==> src/common/tsa_params.svh <==
// Purpose: constants of the station admission block
// Assumes: included by the block and its bench
// Notes:   byte addresses on the plain register port
`ifndef TSA_PARAMS_SVH
`define TSA_PARAMS_SVH
// ----------------------------------------
// Register map
// ----------------------------------------
`define TSA_ADDR_CTRL  8'h00
`define TSA_ADDR_SUCC  8'h04
`define TSA_ADDR_STAT  8'h08
`define TSA_ADDR_MASK  8'h0C
`define TSA_ADDR_STATE 8'h10
`define TSA_CTRL_RING  8
`define TSA_CTRL_WANT  9
`define TSA_ST_SCAN    2
// ----------------------------------------
// Event bits
// ----------------------------------------
`define TSA_EV_SCAN    0
`define TSA_EV_FOUND   1
`define TSA_EV_POLL    2
`define TSA_EV_RECOV   3
`define TSA_EV_W       4
// ----------------------------------------
// Station numbers, reset values, timing
// ----------------------------------------
`define TSA_STN_FIRST  8'h01
`define TSA_STN_LAST   8'hFE
`define TSA_STN_BCAST  8'hFF
`define TSA_RST_OWN    8'h01
`define TSA_RST_SUCC   8'h02
`define TSA_CLK_NS     4
`define TSA_ACK_NS     20000
`define TSA_PASS_TRIES 2'h2
`endif

==> src/common/tsa_pkg.sv <==
// Purpose: types of the station admission block
// Assumes: nothing
// Notes:   access control byte laid out msb first
package tsa_pkg;
    typedef struct packed {
        logic       scan;
        logic       wants;
        logic [2:0] rsvd;
        logic [2:0] nval;
    } tsa_ac_t;
    typedef struct packed {
        logic       timeout;
        logic       wants;
        logic [2:0] nval;
    } tsa_fsb_t;
    typedef struct packed {
        logic [7:0]  addr;
        logic [31:0] wdata;
        logic        wr;
        logic        rd;
    } tsa_bus_t;
    typedef enum logic [1:0] {
        TSA_IDLE     = 2'b00,
        TSA_TOK_WAIT = 2'b01,
        TSA_ACK_WAIT = 2'b10
    } tsa_state_t;
endpackage

==> src/verilog/tsa_admission.sv <==
// Purpose: station admission of a token access controller
// Assumes: frame layer on the same clock; it sends what we ask
// Notes:   one timer shared by token pass and ack poll
`timescale 1ns/1ps
`include "tsa_params.svh"

module tsa_admission #(
    parameter int ACK_WAIT_NS = `TSA_ACK_NS,
    parameter int TMR_W       = 16
) (
    // Clock and reset
    input  wire logic               clock_i,
    input  wire logic               resetn_i,
    // Register port
    input  wire tsa_pkg::tsa_bus_t  bus_i,
    output logic [31:0]             rdata_o,
    // Received access frame
    input  wire logic               rx_ac_valid_i,
    input  wire logic [7:0]         rx_da_i,
    input  wire tsa_pkg::tsa_ac_t   rx_ac_i,
    // Token pass
    input  wire logic               pass_req_i,
    input  wire logic               tok_resp_i,
    output logic                    tok_send_o,
    output logic [7:0]              tok_dest_o,
    // Acknowledged poll
    input  wire logic               poll_start_i,
    input  wire logic               poll_reply_i,
    input  wire tsa_pkg::tsa_ac_t   poll_ac_i,
    output logic                    fsb_wr_o,
    output tsa_pkg::tsa_fsb_t       fsb_o,
    // Ack response
    input  wire logic               ack_req_i,
    input  wire logic [2:0]         ack_nval_i,
    output logic                    ack_resp_o,
    output tsa_pkg::tsa_ac_t        ack_ac_o,
    // Interrupt
    output logic                    irq_o
);

    localparam int ACK_CYC_I = ACK_WAIT_NS / `TSA_CLK_NS;
    localparam logic [TMR_W-1:0] ACK_CYC =
        TMR_W'((ACK_CYC_I < 1) ? 1 : ACK_CYC_I);

    // ----------------------------------------
    // Helpers
    // ----------------------------------------
    function automatic logic [7:0] next_stn(input logic [7:0] n);
        next_stn = (n >= `TSA_STN_LAST) ? `TSA_STN_FIRST : n + 8'h01;
    endfunction

    // ----------------------------------------
    // State
    // ----------------------------------------
    tsa_pkg::tsa_state_t       st_q, st_d;
    logic [TMR_W-1:0]          tmr_q, tmr_d;
    logic [7:0]                own_q, own_d;
    logic [7:0]                succ_q, succ_d;
    logic [7:0]                dest_q, dest_d;
    logic [1:0]                tries_q, tries_d;
    logic                      scan_q, scan_d;
    logic                      ring_q, ring_d;
    logic                      want_q, want_d;
    logic [`TSA_EV_W-1:0]      stat_q, stat_d;
    logic [`TSA_EV_W-1:0]      mask_q, mask_d;
    logic [`TSA_EV_W-1:0]      ev;
    logic                      send_q, send_d;
    logic                      fsbw_q, fsbw_d;
    tsa_pkg::tsa_fsb_t         fsb_q, fsb_d;
    logic                      aresp_q;
    tsa_pkg::tsa_ac_t          aac_q, aac_d;
    logic [31:0]               rdata_q, rdata_d;
    logic                      irq_q, irq_d;
    logic                      scan_cmd;
    logic                      wr_succ;

    // Broadcast or own address both count
    assign scan_cmd = rx_ac_valid_i && rx_ac_i.scan &&
        (rx_da_i == own_q || rx_da_i == `TSA_STN_BCAST);
    assign wr_succ = bus_i.wr && bus_i.addr == `TSA_ADDR_SUCC;

    // ----------------------------------------
    // Admission sequencer
    // ----------------------------------------
    always_comb begin
        st_d    = st_q;
        tmr_d   = tmr_q;
        succ_d  = succ_q;
        dest_d  = dest_q;
        tries_d = tries_q;
        scan_d  = scan_q;
        send_d  = 1'b0;
        fsbw_d  = 1'b0;
        fsb_d   = fsb_q;
        ev      = '0;
        // Host write ends a scan in progress; a same-cycle scan step by the sequencer wins
        if (wr_succ) begin
            succ_d = bus_i.wdata[7:0];
            scan_d = 1'b0;
        end
        unique case (st_q)
            tsa_pkg::TSA_IDLE: begin
                if (pass_req_i) begin
                    send_d  = 1'b1;
                    dest_d  = succ_q;
                    tries_d = 2'h1;
                    tmr_d   = ACK_CYC;
                    st_d    = tsa_pkg::TSA_TOK_WAIT;
                end else if (poll_start_i) begin
                    tmr_d = ACK_CYC;
                    st_d  = tsa_pkg::TSA_ACK_WAIT;
                end
            end
            tsa_pkg::TSA_TOK_WAIT: begin
                if (tok_resp_i) begin
                    st_d = tsa_pkg::TSA_IDLE;
                    if (scan_q) begin
                        succ_d = dest_q;
                        scan_d = 1'b0;
                        ev[`TSA_EV_FOUND] = 1'b1;
                    end
                end else if (tmr_q == '0) begin
                    send_d = 1'b1;
                    tmr_d  = ACK_CYC;
                    if (scan_q || tries_q == `TSA_PASS_TRIES) begin
                        // One try per candidate, wrap in 1..254
                        dest_d  = next_stn(dest_q);
                        succ_d  = next_stn(dest_q);
                        tries_d = 2'h1;
                        scan_d  = 1'b1;
                        if (!scan_q) ev[`TSA_EV_RECOV] = 1'b1;
                    end else begin
                        tries_d = tries_q + 2'h1;
                    end
                end else begin
                    tmr_d = tmr_q - TMR_W'(1);
                end
            end
            tsa_pkg::TSA_ACK_WAIT: begin
                if (poll_reply_i) begin
                    fsbw_d = 1'b1;
                    fsb_d  = '{timeout: 1'b0, wants: poll_ac_i.wants,
                               nval: poll_ac_i.nval};
                    ev[`TSA_EV_POLL] = 1'b1;
                    st_d = tsa_pkg::TSA_IDLE;
                end else if (tmr_q == '0) begin
                    fsbw_d = 1'b1;
                    fsb_d  = '{timeout: 1'b1, wants: 1'b0, nval: 3'h0};
                    ev[`TSA_EV_POLL] = 1'b1;
                    st_d = tsa_pkg::TSA_IDLE;
                end else begin
                    tmr_d = tmr_q - TMR_W'(1);
                end
            end
            default: st_d = tsa_pkg::TSA_IDLE;
        endcase
        // Scan command wins over host write and sequencer
        if (scan_cmd) begin
            succ_d = next_stn(own_q);
            scan_d = 1'b1;
            ev[`TSA_EV_SCAN] = 1'b1;
        end
    end

    always_ff @(posedge clock_i or negedge resetn_i) begin
        if (!resetn_i) begin
            st_q    <= tsa_pkg::TSA_IDLE;
            tmr_q   <= '0;
            succ_q  <= `TSA_RST_SUCC;
            dest_q  <= `TSA_RST_SUCC;
            tries_q <= 2'h0;
            scan_q  <= 1'b0;
            send_q  <= 1'b0;
            fsbw_q  <= 1'b0;
            fsb_q   <= '0;
        end else begin
            st_q    <= st_d;
            tmr_q   <= tmr_d;
            succ_q  <= succ_d;
            dest_q  <= dest_d;
            tries_q <= tries_d;
            scan_q  <= scan_d;
            send_q  <= send_d;
            fsbw_q  <= fsbw_d;
            fsb_q   <= fsb_d;
        end
    end

    // ----------------------------------------
    // Ack response
    // ----------------------------------------
    // Wants from host bits, nval passed from ack_nval_i; no host action per reply
    always_comb begin
        aac_d       = '0;
        aac_d.wants = want_q && !ring_q;
        aac_d.nval  = ack_nval_i;
    end

    always_ff @(posedge clock_i or negedge resetn_i) begin
        if (!resetn_i) begin
            aresp_q <= 1'b0;
            aac_q   <= '0;
        end else begin
            aresp_q <= ack_req_i;
            aac_q   <= aac_d;
        end
    end

    // ----------------------------------------
    // Registers and interrupt
    // ----------------------------------------
    always_comb begin
        own_d  = own_q;
        ring_d = ring_q;
        want_d = want_q;
        mask_d = mask_q;
        stat_d = stat_q;
        if (bus_i.wr && bus_i.addr == `TSA_ADDR_CTRL) begin
            own_d  = bus_i.wdata[7:0];
            ring_d = bus_i.wdata[`TSA_CTRL_RING];
            want_d = bus_i.wdata[`TSA_CTRL_WANT];
        end
        if (bus_i.wr && bus_i.addr == `TSA_ADDR_MASK)
            mask_d = bus_i.wdata[`TSA_EV_W-1:0];
        if (bus_i.wr && bus_i.addr == `TSA_ADDR_STAT)
            stat_d = stat_q & ~bus_i.wdata[`TSA_EV_W-1:0];
        // Set wins over a same-cycle clear
        stat_d  = stat_d | ev;
        irq_d   = |(stat_q & mask_q);
        rdata_d = 32'h0;
        if (bus_i.rd) begin
            unique case (bus_i.addr)
                `TSA_ADDR_CTRL:  rdata_d = {22'h0, want_q, ring_q, own_q};
                `TSA_ADDR_SUCC:  rdata_d = {24'h0, succ_q};
                `TSA_ADDR_STAT:  rdata_d = {28'h0, stat_q};
                `TSA_ADDR_MASK:  rdata_d = {28'h0, mask_q};
                `TSA_ADDR_STATE: rdata_d = {21'h0, dest_q, scan_q, st_q};
                default:         rdata_d = 32'h0;
            endcase
        end
    end

    always_ff @(posedge clock_i or negedge resetn_i) begin
        if (!resetn_i) begin
            own_q   <= `TSA_RST_OWN;
            ring_q  <= 1'b0;
            want_q  <= 1'b0;
            mask_q  <= '0;
            stat_q  <= '0;
            rdata_q <= 32'h0;
            irq_q   <= 1'b0;
        end else begin
            own_q   <= own_d;
            ring_q  <= ring_d;
            want_q  <= want_d;
            mask_q  <= mask_d;
            stat_q  <= stat_d;
            rdata_q <= rdata_d;
            irq_q   <= irq_d;
        end
    end

    assign rdata_o    = rdata_q;
    assign tok_send_o = send_q;
    assign tok_dest_o = dest_q;
    assign fsb_wr_o   = fsbw_q;
    assign fsb_o      = fsb_q;
    assign ack_resp_o = aresp_q;
    assign ack_ac_o   = aac_q;
    assign irq_o      = irq_q;
endmodule // tsa_admission

==> config.mk <==
export PLATFORM = sky130hd
export DESIGN_NAME = tsa_admission
export DESIGN_NICKNAME = d
export VERILOG_FILES = /design/src/common/tsa_pkg.sv /design/src/verilog/tsa_admission.sv
export VERILOG_INCLUDE_DIRS = /design/src /design/src/common
export SDC_FILE = /design/constraint.sdc
export NUM_CORES = 1
export LEC_CHECK = 0
export BUFFER_PORTS_ARGS = -buffer_cell sky130_fd_sc_hd__buf_2
export CORE_AREA = 2 2 103 105
export CTS_CLUSTER_SIZE = 14
export DETAILED_ROUTE_END_ITERATION = 8
export DIE_AREA = 0 0 105 107
export GPL_TIMING_DRIVEN = 0
export MAX_ROUTING_LAYER = met4
export PLACE_DENSITY = 0.84
export SETUP_SLACK_MARGIN = 0.1
export SYNTH_ARGS = -nofsm -noshare
export SYNTH_HDL_FRONTEND = slang
export SYNTH_SLANG_ARGS = --single-unit
==> constraint.sdc <==
create_clock -name clock_i -period 2.2 [get_ports clock_i]
set_clock_uncertainty 0.2 [all_clocks]
set_input_delay 0.11 -clock clock_i [delete_from_list [all_inputs] [get_ports clock_i]]
set_output_delay 0.11 -clock clock_i [all_outputs]
set_load 0.02 [all_outputs]
Word level (Yosys, flattened, before mapping)
Cells that the tools add are included.
Word-level totals
  register bits: 100
  bits of input ports: 77
  logic and storage cells: 130
Operators by class
  $add $sub $neg: 4
  order comparisons: 2
  eq/ne operators: 18
  mux-type cells: 59
  bitwise gates (word level): 4
  reductions and logical operators: 22
Operator list (count)
  $mux W8: 13
  $mux W16: 6
  $pmux W11 S5: 1
  $pmux W16 S3: 1
  $mux W1: 21
  $mux W2: 9
  $add A8 B1 Y8 const B: 2
  $eq A8 B4 Y1 const B: 2
  $ge A8 B8 Y1 const B: 2
  $logic_not A16 Y1: 1
  $pmux W8 S2: 1
  $sub A16 B1 Y16 const B: 1
  $ne A2 B2 Y1 const B: 7
  $mux W11: 1
  $mux W5: 2
  $reduce_and A5 Y1: 2
  $and A4 B4 Y4: 2
  $eq A8 B3 Y1 const B: 1
  $eq A8 B5 Y1 const B: 1
  $eq A8 B8 Y1: 1
  $eq A8 B8 Y1 const B: 1
  $logic_not A8 Y1: 1
  $logic_and A1 B1 Y1: 7
  $ne A3 B3 Y1 const B: 2
  other kinds (18): 21

Logic depth before layout (Yosys ltp)
Gate-level depths: netlist of the first run.
  depth in word-level cells: 8
  depth in mapped cells: 9
  gate-level depth less buffers: 7

Least setup slack after synthesis of the first run
No wires, ideal clock.
  path kind: register to register
  start: register dest_q[0] (netlist: tok_dest_o[0])
  end: register succ_q[3]
  setup time: 88 ps
  arrival: 2065 ps
  required time: 1912 ps
  setup slack: -153 ps
  cell stages (with the launch flop): 9
  buffers on the path: 1
  clock period less this slack: 2353 ps
  cells stage by stage: dfrtp_1 > clkbuf_1 > inv_1 > ha_1 > o2111a_1 > nand3_1 > nand2_1 > a2111o_1 > a41oi_1
Between the ends
  word-level cells in the longest chain between the ends: 7
  elaborated cells on any way between the ends: 8
Ends and longest elaborated chain
  from (decl): line tsa_admission.sv:59  | logic [7:0] dest_q, dest_d;
  from (signal assigned): line tsa_admission.sv:170  | dest_q <= `TSA_RST_SUCC;
  from (signal assigned): line tsa_admission.sv:180  | dest_q <= dest_d;
  $add A8 B1 Y8 or $ge A8 B8 Y1 (tied branches)
  $mux W8 (*): line tsa_admission.sv:49  | next_stn = (n >= `TSA_STN_LAST) ? `TSA_STN_FIRST : n + 8'h01;
  $mux W8 (*): line tsa_admission.sv:125  | if (scan_q || tries_q == `TSA_PASS_TRIES) begin
  $mux W8 (*): line tsa_admission.sv:122  | end else if (tmr_q == '0) begin
  $mux W8 (*): line tsa_admission.sv:115  | if (tok_resp_i) begin
  $mux W8 (*): line tsa_admission.sv:101  | unique case (st_q)
  $mux W8 (*): line tsa_admission.sv:158  | if (scan_cmd) begin
  net succ_d[3]: line tsa_admission.sv:58  | logic [7:0] succ_q, succ_d;
  to (signal assigned): line tsa_admission.sv:169  | succ_q <= `TSA_RST_SUCC;
  to (signal assigned): line tsa_admission.sv:179  | succ_q <= succ_d;
  to (decl): line tsa_admission.sv:58
Mark *: on every way through the listed nets, which the timed path passes. The rest lies on a longest branch.
A chain may end at the register's enable or synchronous reset.

Final worst setup path of the first run
  start: register tmr_q[6]
  end: register succ_q[6]
Between the ends
  word-level cells in the longest chain between the ends: 5
Ends and longest elaborated chain
  from (decl): line tsa_admission.sv:56  | logic [TMR_W-1:0] tmr_q, tmr_d;
  from (signal assigned): line tsa_admission.sv:178  | tmr_q <= tmr_d;
  $logic_not A16 Y1: line tsa_admission.sv:122
  $mux W8: line tsa_admission.sv:122
  $mux W8: line tsa_admission.sv:115
  $mux W8: line tsa_admission.sv:101
  $mux W8: line tsa_admission.sv:158
  net succ_d[6]: line tsa_admission.sv:58
The timed path passes the listed nets, and every way through them passes these cells.

==> results.md, run 1 <==
- Critical path type: reg -> reg
- Failing checks: setup timing
- Ant. Diodes: 0
- Power Dens Cells: 1100 nW/um2
- Worst hold slack: ~0.041 ns
- Min-delay worst type: in -> async
- Root buf cell: clkbuf_8
- Synth top area share: 0.397
- Status: finished, violations left
- Post-synth top cells: dfrtp_1, nor2_1, nand2_1
- Slew of the pin with the lowest slew margin: approximately 0.62 ns
- Slew Viols, Final: 0
- Crit. End Element: register
- RSZ-0062 raised after global routing: yes
- Worst slack at placement: -0.410 ns
- Area grow syn2layout: 41.6%
- CP Cell Sequence: nor3_1, nand4_4, buf_4, buf_6, buf_6, o211ai_1, o211ai_1, a31oi_1
- CTS Sinks: 79
- # nets final: ~760
- Die height: about 110 um
- Largest net degree at the start of global routing: 45
- Hold Fails Final Rpt: 0
- Post-Layout Cell Count: a little over 800
- Register area share after synthesis: 0.414
- Reg-to-Reg Start: tmr_q[6]
- Core Region: approximately 10000 um2
- Post-synthesis cell type count: 71
- Max cap viols: 0
- Final setup viols: 29
- Final wirelength: 15.9 mm
- FF-to-FF path depth: 8
- Critical path's slowest cell: dfrtp_1
- Die Wd: 105 um
- Worst setup SP type: register
- CTS tree: yes
- Share of synthesized registers carrying an async set or reset: 1.00
- CTS buffer count: 9
- Ys Warns: 0
- DR pass1 iterations: 8
- Worst Path Required: 2.30 ns
- Cell count along the critical path: 8
- Vias per cell: roughly 6.1
- Fmax achieved: around 0.43 GHz
- Share of layout cells above drive strength 1: 0.441
- All-Layer GR Usage: 0.269
- Power, Total: between 7 and 8 mW
- Leak pwr: 3.13 nW
- CP delay by family, top: simple AND/OR/NAND/NOR gates
- Final design utilization: 0.671
- Maximum vdd ir drop: between 0.0006 and 0.0007 V
- Worst R2R End: succ_q[6]
- Io pins: approximately 130
- Number of synthesized register bits: 79
- CTS max path bufs: 2
- Final setup TNS: -2.35 ns
- Clk slew on worst S/H paths: 0.10 ns
- Final instance area: about 6800 um2
- Final period util: 1.07
- Cell Area, Synth: 4780 um2
- Initial antenna violation count: 0
- Routed length per placed instance: roughly 20 um
- H-tree depth reported by CTS: 3
- Initial Utilization: 0.474
- Number of enable flip-flop cells after synthesis: 0
- Latest clock arrival within the worst-skew pair: approximately 0.37 ns
- CP endpoint: succ_q[6]
- CP Launch Point: tmr_q[6]
- Dominant synthesized flop cell: dfrtp_1
- Synth area leaders: dfrtp_1, buf_4, mux2_2, ha_1, o21ai_0
- Vias: between 4000 and 5000
- Gpl congestion: approximately 0.9
- DRT antenna net count: 0
- Dpl hpwl: around 9.5 mm
- Grt ovf: 0
- Count leader, synth: dfrtp_1
- Vias in the first global route: about 4800
- Buf+Inv Stages, Crit Path: 3
- Crit path DAT: around 2.4 ns
- Post-Syn Instances: roughly 500
- Leading area contributor after synthesis: dfrtp_1
- Fin crit period: around 2.3 ns
- Crit-path max cell delay: roughly 0.46 ns
- Worst setup margin: -0.147 ns
- Die area: between 10000 and 15000 um2
- Mapped Avg Cell Area: between 9 and 10 um2
- Relative slew slack: 0.582
- Input/output buffers: 75
- R2R setup slack: -0.15 ns
- Drt first-iter violations: around 550
- CP max FO: 6
- Placed inst area: between 5000 and 6000 um2
- # rows: 37
- Placed Instances: between 700 and 800
- DR DRC count: 0
- First-pass GRT wire length: approximately 24 mm
worst register-to-register path: stages (launching register included):
cell and delay (ns):
dfrtp_1 0.46, nor3_1 0.40, nand4_4 0.25, buf_4 0.21
buf_6 0.14, buf_6 0.13, o211ai_1 0.22, o211ai_1 0.13
a31oi_1 0.13
where the power goes:
| part | internal, mW | switching, mW | total [mW] |
|---|---|---|---|
| logic | 1.76 | 2.37 | 4.13 |
| clock network | 0.548 | 0.635 | 1.18 |
| registers | 1.79 | 0.380 | 2.17 |
| total | 4.10 | 3.39 | 7.49 |
worst min path at each step:
stage | slack, ns | from | cells past startpoint | end
after floorplan | -0.39 | resetn_i | 0 | ack_ac_o[0]
after global placement | 0.02 | ack_nval_i[2] | 1 | ack_ac_o[2]
after detailed placement | -0.09 | resetn_i | 1 | rdata_o[4]
after CTS | 0.02 | bus_i[37] | 4 | rdata_o[0]
after global routing | 0.03 | bus_i[37] | 4 | rdata_o[0]
final | 0.04 | resetn_i | 2 | rdata_o[4]
per-layer routing:
metal,GRT usage,share of wire
met1,0.312,0.37
met2,0.460,0.50
met3,0.0553,0.081
met4,0.106,0.047
met5,-,0
cells by family after synthesis:
group	Yosys count	share of synthesized area
AO/OA/AOI/OAI	142	0.211
XOR/XNOR	14	0.0256
adder cells (fa/ha/maj)	11	0.0288
buffers and inverters	70	0.0798
flip-flops	79	0.414
multiplexers	26	0.0591
other	1	0.000784
AND/OR/NAND/NOR	153	0.181
sequential cells by signal (all words and copies together), names as in the netlist, 4 cells and up:
name        cells
own_q           8
ack_ac_o        4
mask_q          4
tok_dest_o      8
tmr_q          16
stat_q          4
fsb_o           5
rdata_o        11
succ_q          8
cell type report:
cell class	count	area (um2)
fillers	720	3320
repair buffers	146	1020
clock inverters	7	85.1
well taps	136	170
inverters	20	78.8
flip-flops and latches	79	1990
clock buffers	9	124
plain buffers	46	335
multi-input cells	371	2970
layout by cell type, fill, tap and decap left out, types with 7 or more instances in the layout:
cell	instances
a21o_1	9
a21oi_1	15
a222oi_1	8
a22oi_1	9
a31oi_1	12
buf_2	81
buf_4	59
buf_6	17
clkbuf_8	10
conb_1	25
dfrtp_1	68
dfrtp_2	8
dlygate4sd3_1	25
inv_1	14
mux2_2	15
mux2i_1	8
nand2_1	28
nand3_1	8
nor2_1	28
nor3_1	7
o211ai_1	7
o21ai_1	11
o21ai_2	12
xor2_1	10
repair_timing:
action                     in CTS  in global routing
hold endpoints to repair      112                  0
pin swaps                      31                 38
setup endpoints to repair      38                 38
setup buffers                  27                 16
gates resized for setup        66                 71
hold buffers                   25                  0
cloned                          2                  1
Power figures use the tool's default switching activity.
==> run 2, diff against run 1 <==
==> constraint.sdc (replaced) <==
create_clock -name clock_i -period 2.05 [get_ports clock_i]
set_clock_uncertainty 0.2 [all_clocks]
set_input_delay 0.1025 -clock clock_i [delete_from_list [all_inputs] [get_ports clock_i]]
set_output_delay 0.1025 -clock clock_i [all_outputs]
set_load 0.02 [all_outputs]
==> run 2 against run 1 <==
Utilization up 0.95 points. Critical endpoint is now tok_dest_o[2]. Combinational power is 12% higher. Global-route usage up 0.20 points. Clock power is essentially flat. Setup slack got worse by 0.15 ns. The flow still finishes with violations (setup timing). Total power is 8.4% higher. Hold slack gained 0.0020 ns. Via count down 1.5%. Non-clock buffer count is 5 higher.
==> results.md, run 2 (synthesis results as in run 1) <==
- Status: finished, violations left
- Failing checks: setup timing
- Placed Instances: 732 (unchanged)
- Latest clock arrival within the worst-skew pair: 0.36 ns (about the same)
- Largest reg by FF count: tmr_q
- Commonest non-fill, non-tap cell in the layout: buf_2
- Busiest grt layer: met2
- Met3 Use GR: 0.0486 (-0.00669)
- Grt ovf: 0 (unchanged)
- Slew of the pin with the lowest slew margin: 0.704 ns (+0.0834 ns)
- Worst setup SP type: register
- Worst setup margin: -0.298 ns (-0.151 ns)
- CP Cell Sequence: inv_2, ha_4, nor4b_4, nand4_4, buf_12, o21ai_4, o211ai_1, a221o_1
- Clk slew on worst S/H paths: 0.08 ns (-0.02 ns)
- Met1 GRT Util: 0.314 (+0.00222)
- Crit path DAT: 2.38 ns (-0.06 ns)
- All-Layer GR Usage: 0.271 (+0.00203)
- Buf+Inv Stages, Crit Path: 2 (-1)
- Max reg flops: 16 (unchanged)
- Min-delay worst type: in -> async
- Slew Viols, Final: 0 (unchanged)
- Routed length per placed instance: 19.1 um (-2.1%)
- Critical path type: reg -> reg
- Relative slew slack: 0.526 (-0.0561)
- Hold Fails Final Rpt: 0 (unchanged)
- R2R setup slack: -0.30 ns (-0.15 ns)
- Critical path's slowest cell: dfrtp_1
- Die Wd: 105 um (unchanged)
- # nets final: 766 (+0.66%)
- Dpl hpwl: 9.44 mm (-0.17%)
- FILL cells: 715 (-0.69%)
- Gpl congestion: 0.931 (+2.2%)
- Initial Utilization: 0.474 (unchanged)
- Final period util: 1.15 (+0.0787)
- Initial antenna violation count: 1 (+1)
- Crit-path max cell delay: 0.41 ns (-0.05 ns)
- Power Dens Cells: 1180 nW/um2 (+6.9%)
- Core Region: 10100 um2 (unchanged)
- Vias per cell: 5.99 (-2.2%)
- DR pass1 iterations: 6 (-2)
- RSZ-0062 raised after global routing: yes
- Vias: 4914 (-1.5%)
- Leak pwr: 3.18 nW (+1.3%)
- Reg-to-Reg Start: tmr_q[0]
- Crit. End Element: register
- Area grow syn2layout: 43.6%
- Io pins: 134 (unchanged)
- CP delay by family, top: compound AO/OA/AOI/OAI gates
- Final setup viols: 37 (+28%)
- CTS tree: yes
- FF-to-FF path depth: 8 (unchanged)
- First-pass GRT wire length: 23.7 mm (unchanged)
- # rows: 37 (unchanged)
- Root buf cell: clkbuf_8
- Input/output buffers: 75 (unchanged)
- Grt met2 use: 0.457 (-0.00232)
- Share of layout cells above drive strength 1: 0.433 (-0.00762)
- CTS max path bufs: 2 (unchanged)
- Fmax achieved: 0.426 GHz (about the same)
- H-tree depth reported by CTS: 3 (unchanged)
- Post-Layout Cell Count: 820 (+0.74%)
- Final wirelength: 15.7 mm (-1.3%)
- Drt first-iter violations: 421 (-24%)
- DR DRC count: 0 (unchanged)
- Maximum vdd ir drop: 0.000917 V (+32%)
- Final design utilization: 0.681 (+0.00955)
- CP max FO: 7 (+1)
- Final setup TNS: -7.10 ns (-4.75 ns)
- Worst Path Required: 2.09 ns (-0.21 ns)
- Die height: 107 um (unchanged)
- Worst R2R End: tok_dest_o[2]
- Commonest non-fill, non-tap cells in the layout: buf_2, dfrtp_1, buf_4, nor2_1, nand2_1
- DRT antenna net count: 0 (unchanged)
- Fin crit period: 2.35 ns (+0.00128 ns)
- Max cap viols: 0 (unchanged)
- Largest net degree at the start of global routing: 46 (+2.2%)
- Vias in the first global route: 4793 (+0.48%)
- Die area: 11200 um2 (unchanged)
- CTS buffer count: 9 (unchanged)
- Worst hold slack: 0.0428 ns (+0.00195 ns)
- CTS Sinks: 79 (unchanged)
-- run 2: changes by cell type in the layout (fill, tap and decap cells not counted), sizes merged --
| cell | change |
|---|---|
| buf | +2 |
| clkbuf | +5 |
| clkinv | +1 |
| diode | +1 |
| inv | -3 |
-- run 2: area by class of cell --
cell class	instances	area [um2]	share of cell area
Multi-Input combinational cell	371	2970	0.433
Inverter	20	78.8	0.0115
Sequential cell	79	1990	0.289
Clock buffer	11	131	0.0191
Tap cell	136	170	0.0248
Timing Repair Buffer	148	1100	0.160
Buffer	49	370	0.0539
Clock inverter	5	58.8	0.00856
Antenna cell	1	2.50	0.000364
-- run 2: timing repair --
action,4_1_cts,5_1_grt
buffers inserted,32,15
hold buffers,25,0
hold endpoints to repair,110,0
pin swaps,36,20
gates cloned,2,1
setup endpoints to repair,44,54
resized for setup,73,53
-- run 2: power by group --
part           switching (mW)  leakage, nW  internal, mW
registers               0.404         1.02          1.91
logic                    2.52         2.06          2.11
clock network           0.609       0.0899         0.566
-- run 2: metrics by stage --
| stage | power [mW] | area [um2] | setup slack (ns) |
|---|---|---|---|
| floorplan | 4.45 | 5040 | -0.127 |
| global placement | 5.22 | 5590 | -0.447 |
| detailed placement | 5.32 | 5610 | -0.521 |
| CTS | 7.37 | 6590 | -0.231 |
| global route | 8.51 | 6870 | -0.383 |
| finish | 8.12 | 6870 | -0.298 |
-- run 2: metal layers --
| layer | part of all wire | vias up |
|---|---|---|
| li1 | - | 2177 |
| met1 | 0.38 | 2383 |
| met2 | 0.51 | 282 |
| met3 | 0.066 | 72 |
| met4 | 0.044 | 0 |
| met5 | 0 | - |
-- run 2: worst max-delay path by stage --
stage | start | end | slack (ns) | depth (start not counted)
after floorplan | st_q[0] | tmr_q[13] | -0.13 | 9
after global placement | st_q[1] | tmr_q[5] | -0.45 | 9
after detailed placement | tmr_q[0] | tmr_q[6] | -0.52 | 9
after CTS | st_q[1] | tmr_q[6] | -0.23 | 9
after global routing | tmr_q[0] | tmr_q[15] | -0.38 | 8
final | tmr_q[0] | tok_dest_o[2] | -0.30 | 8
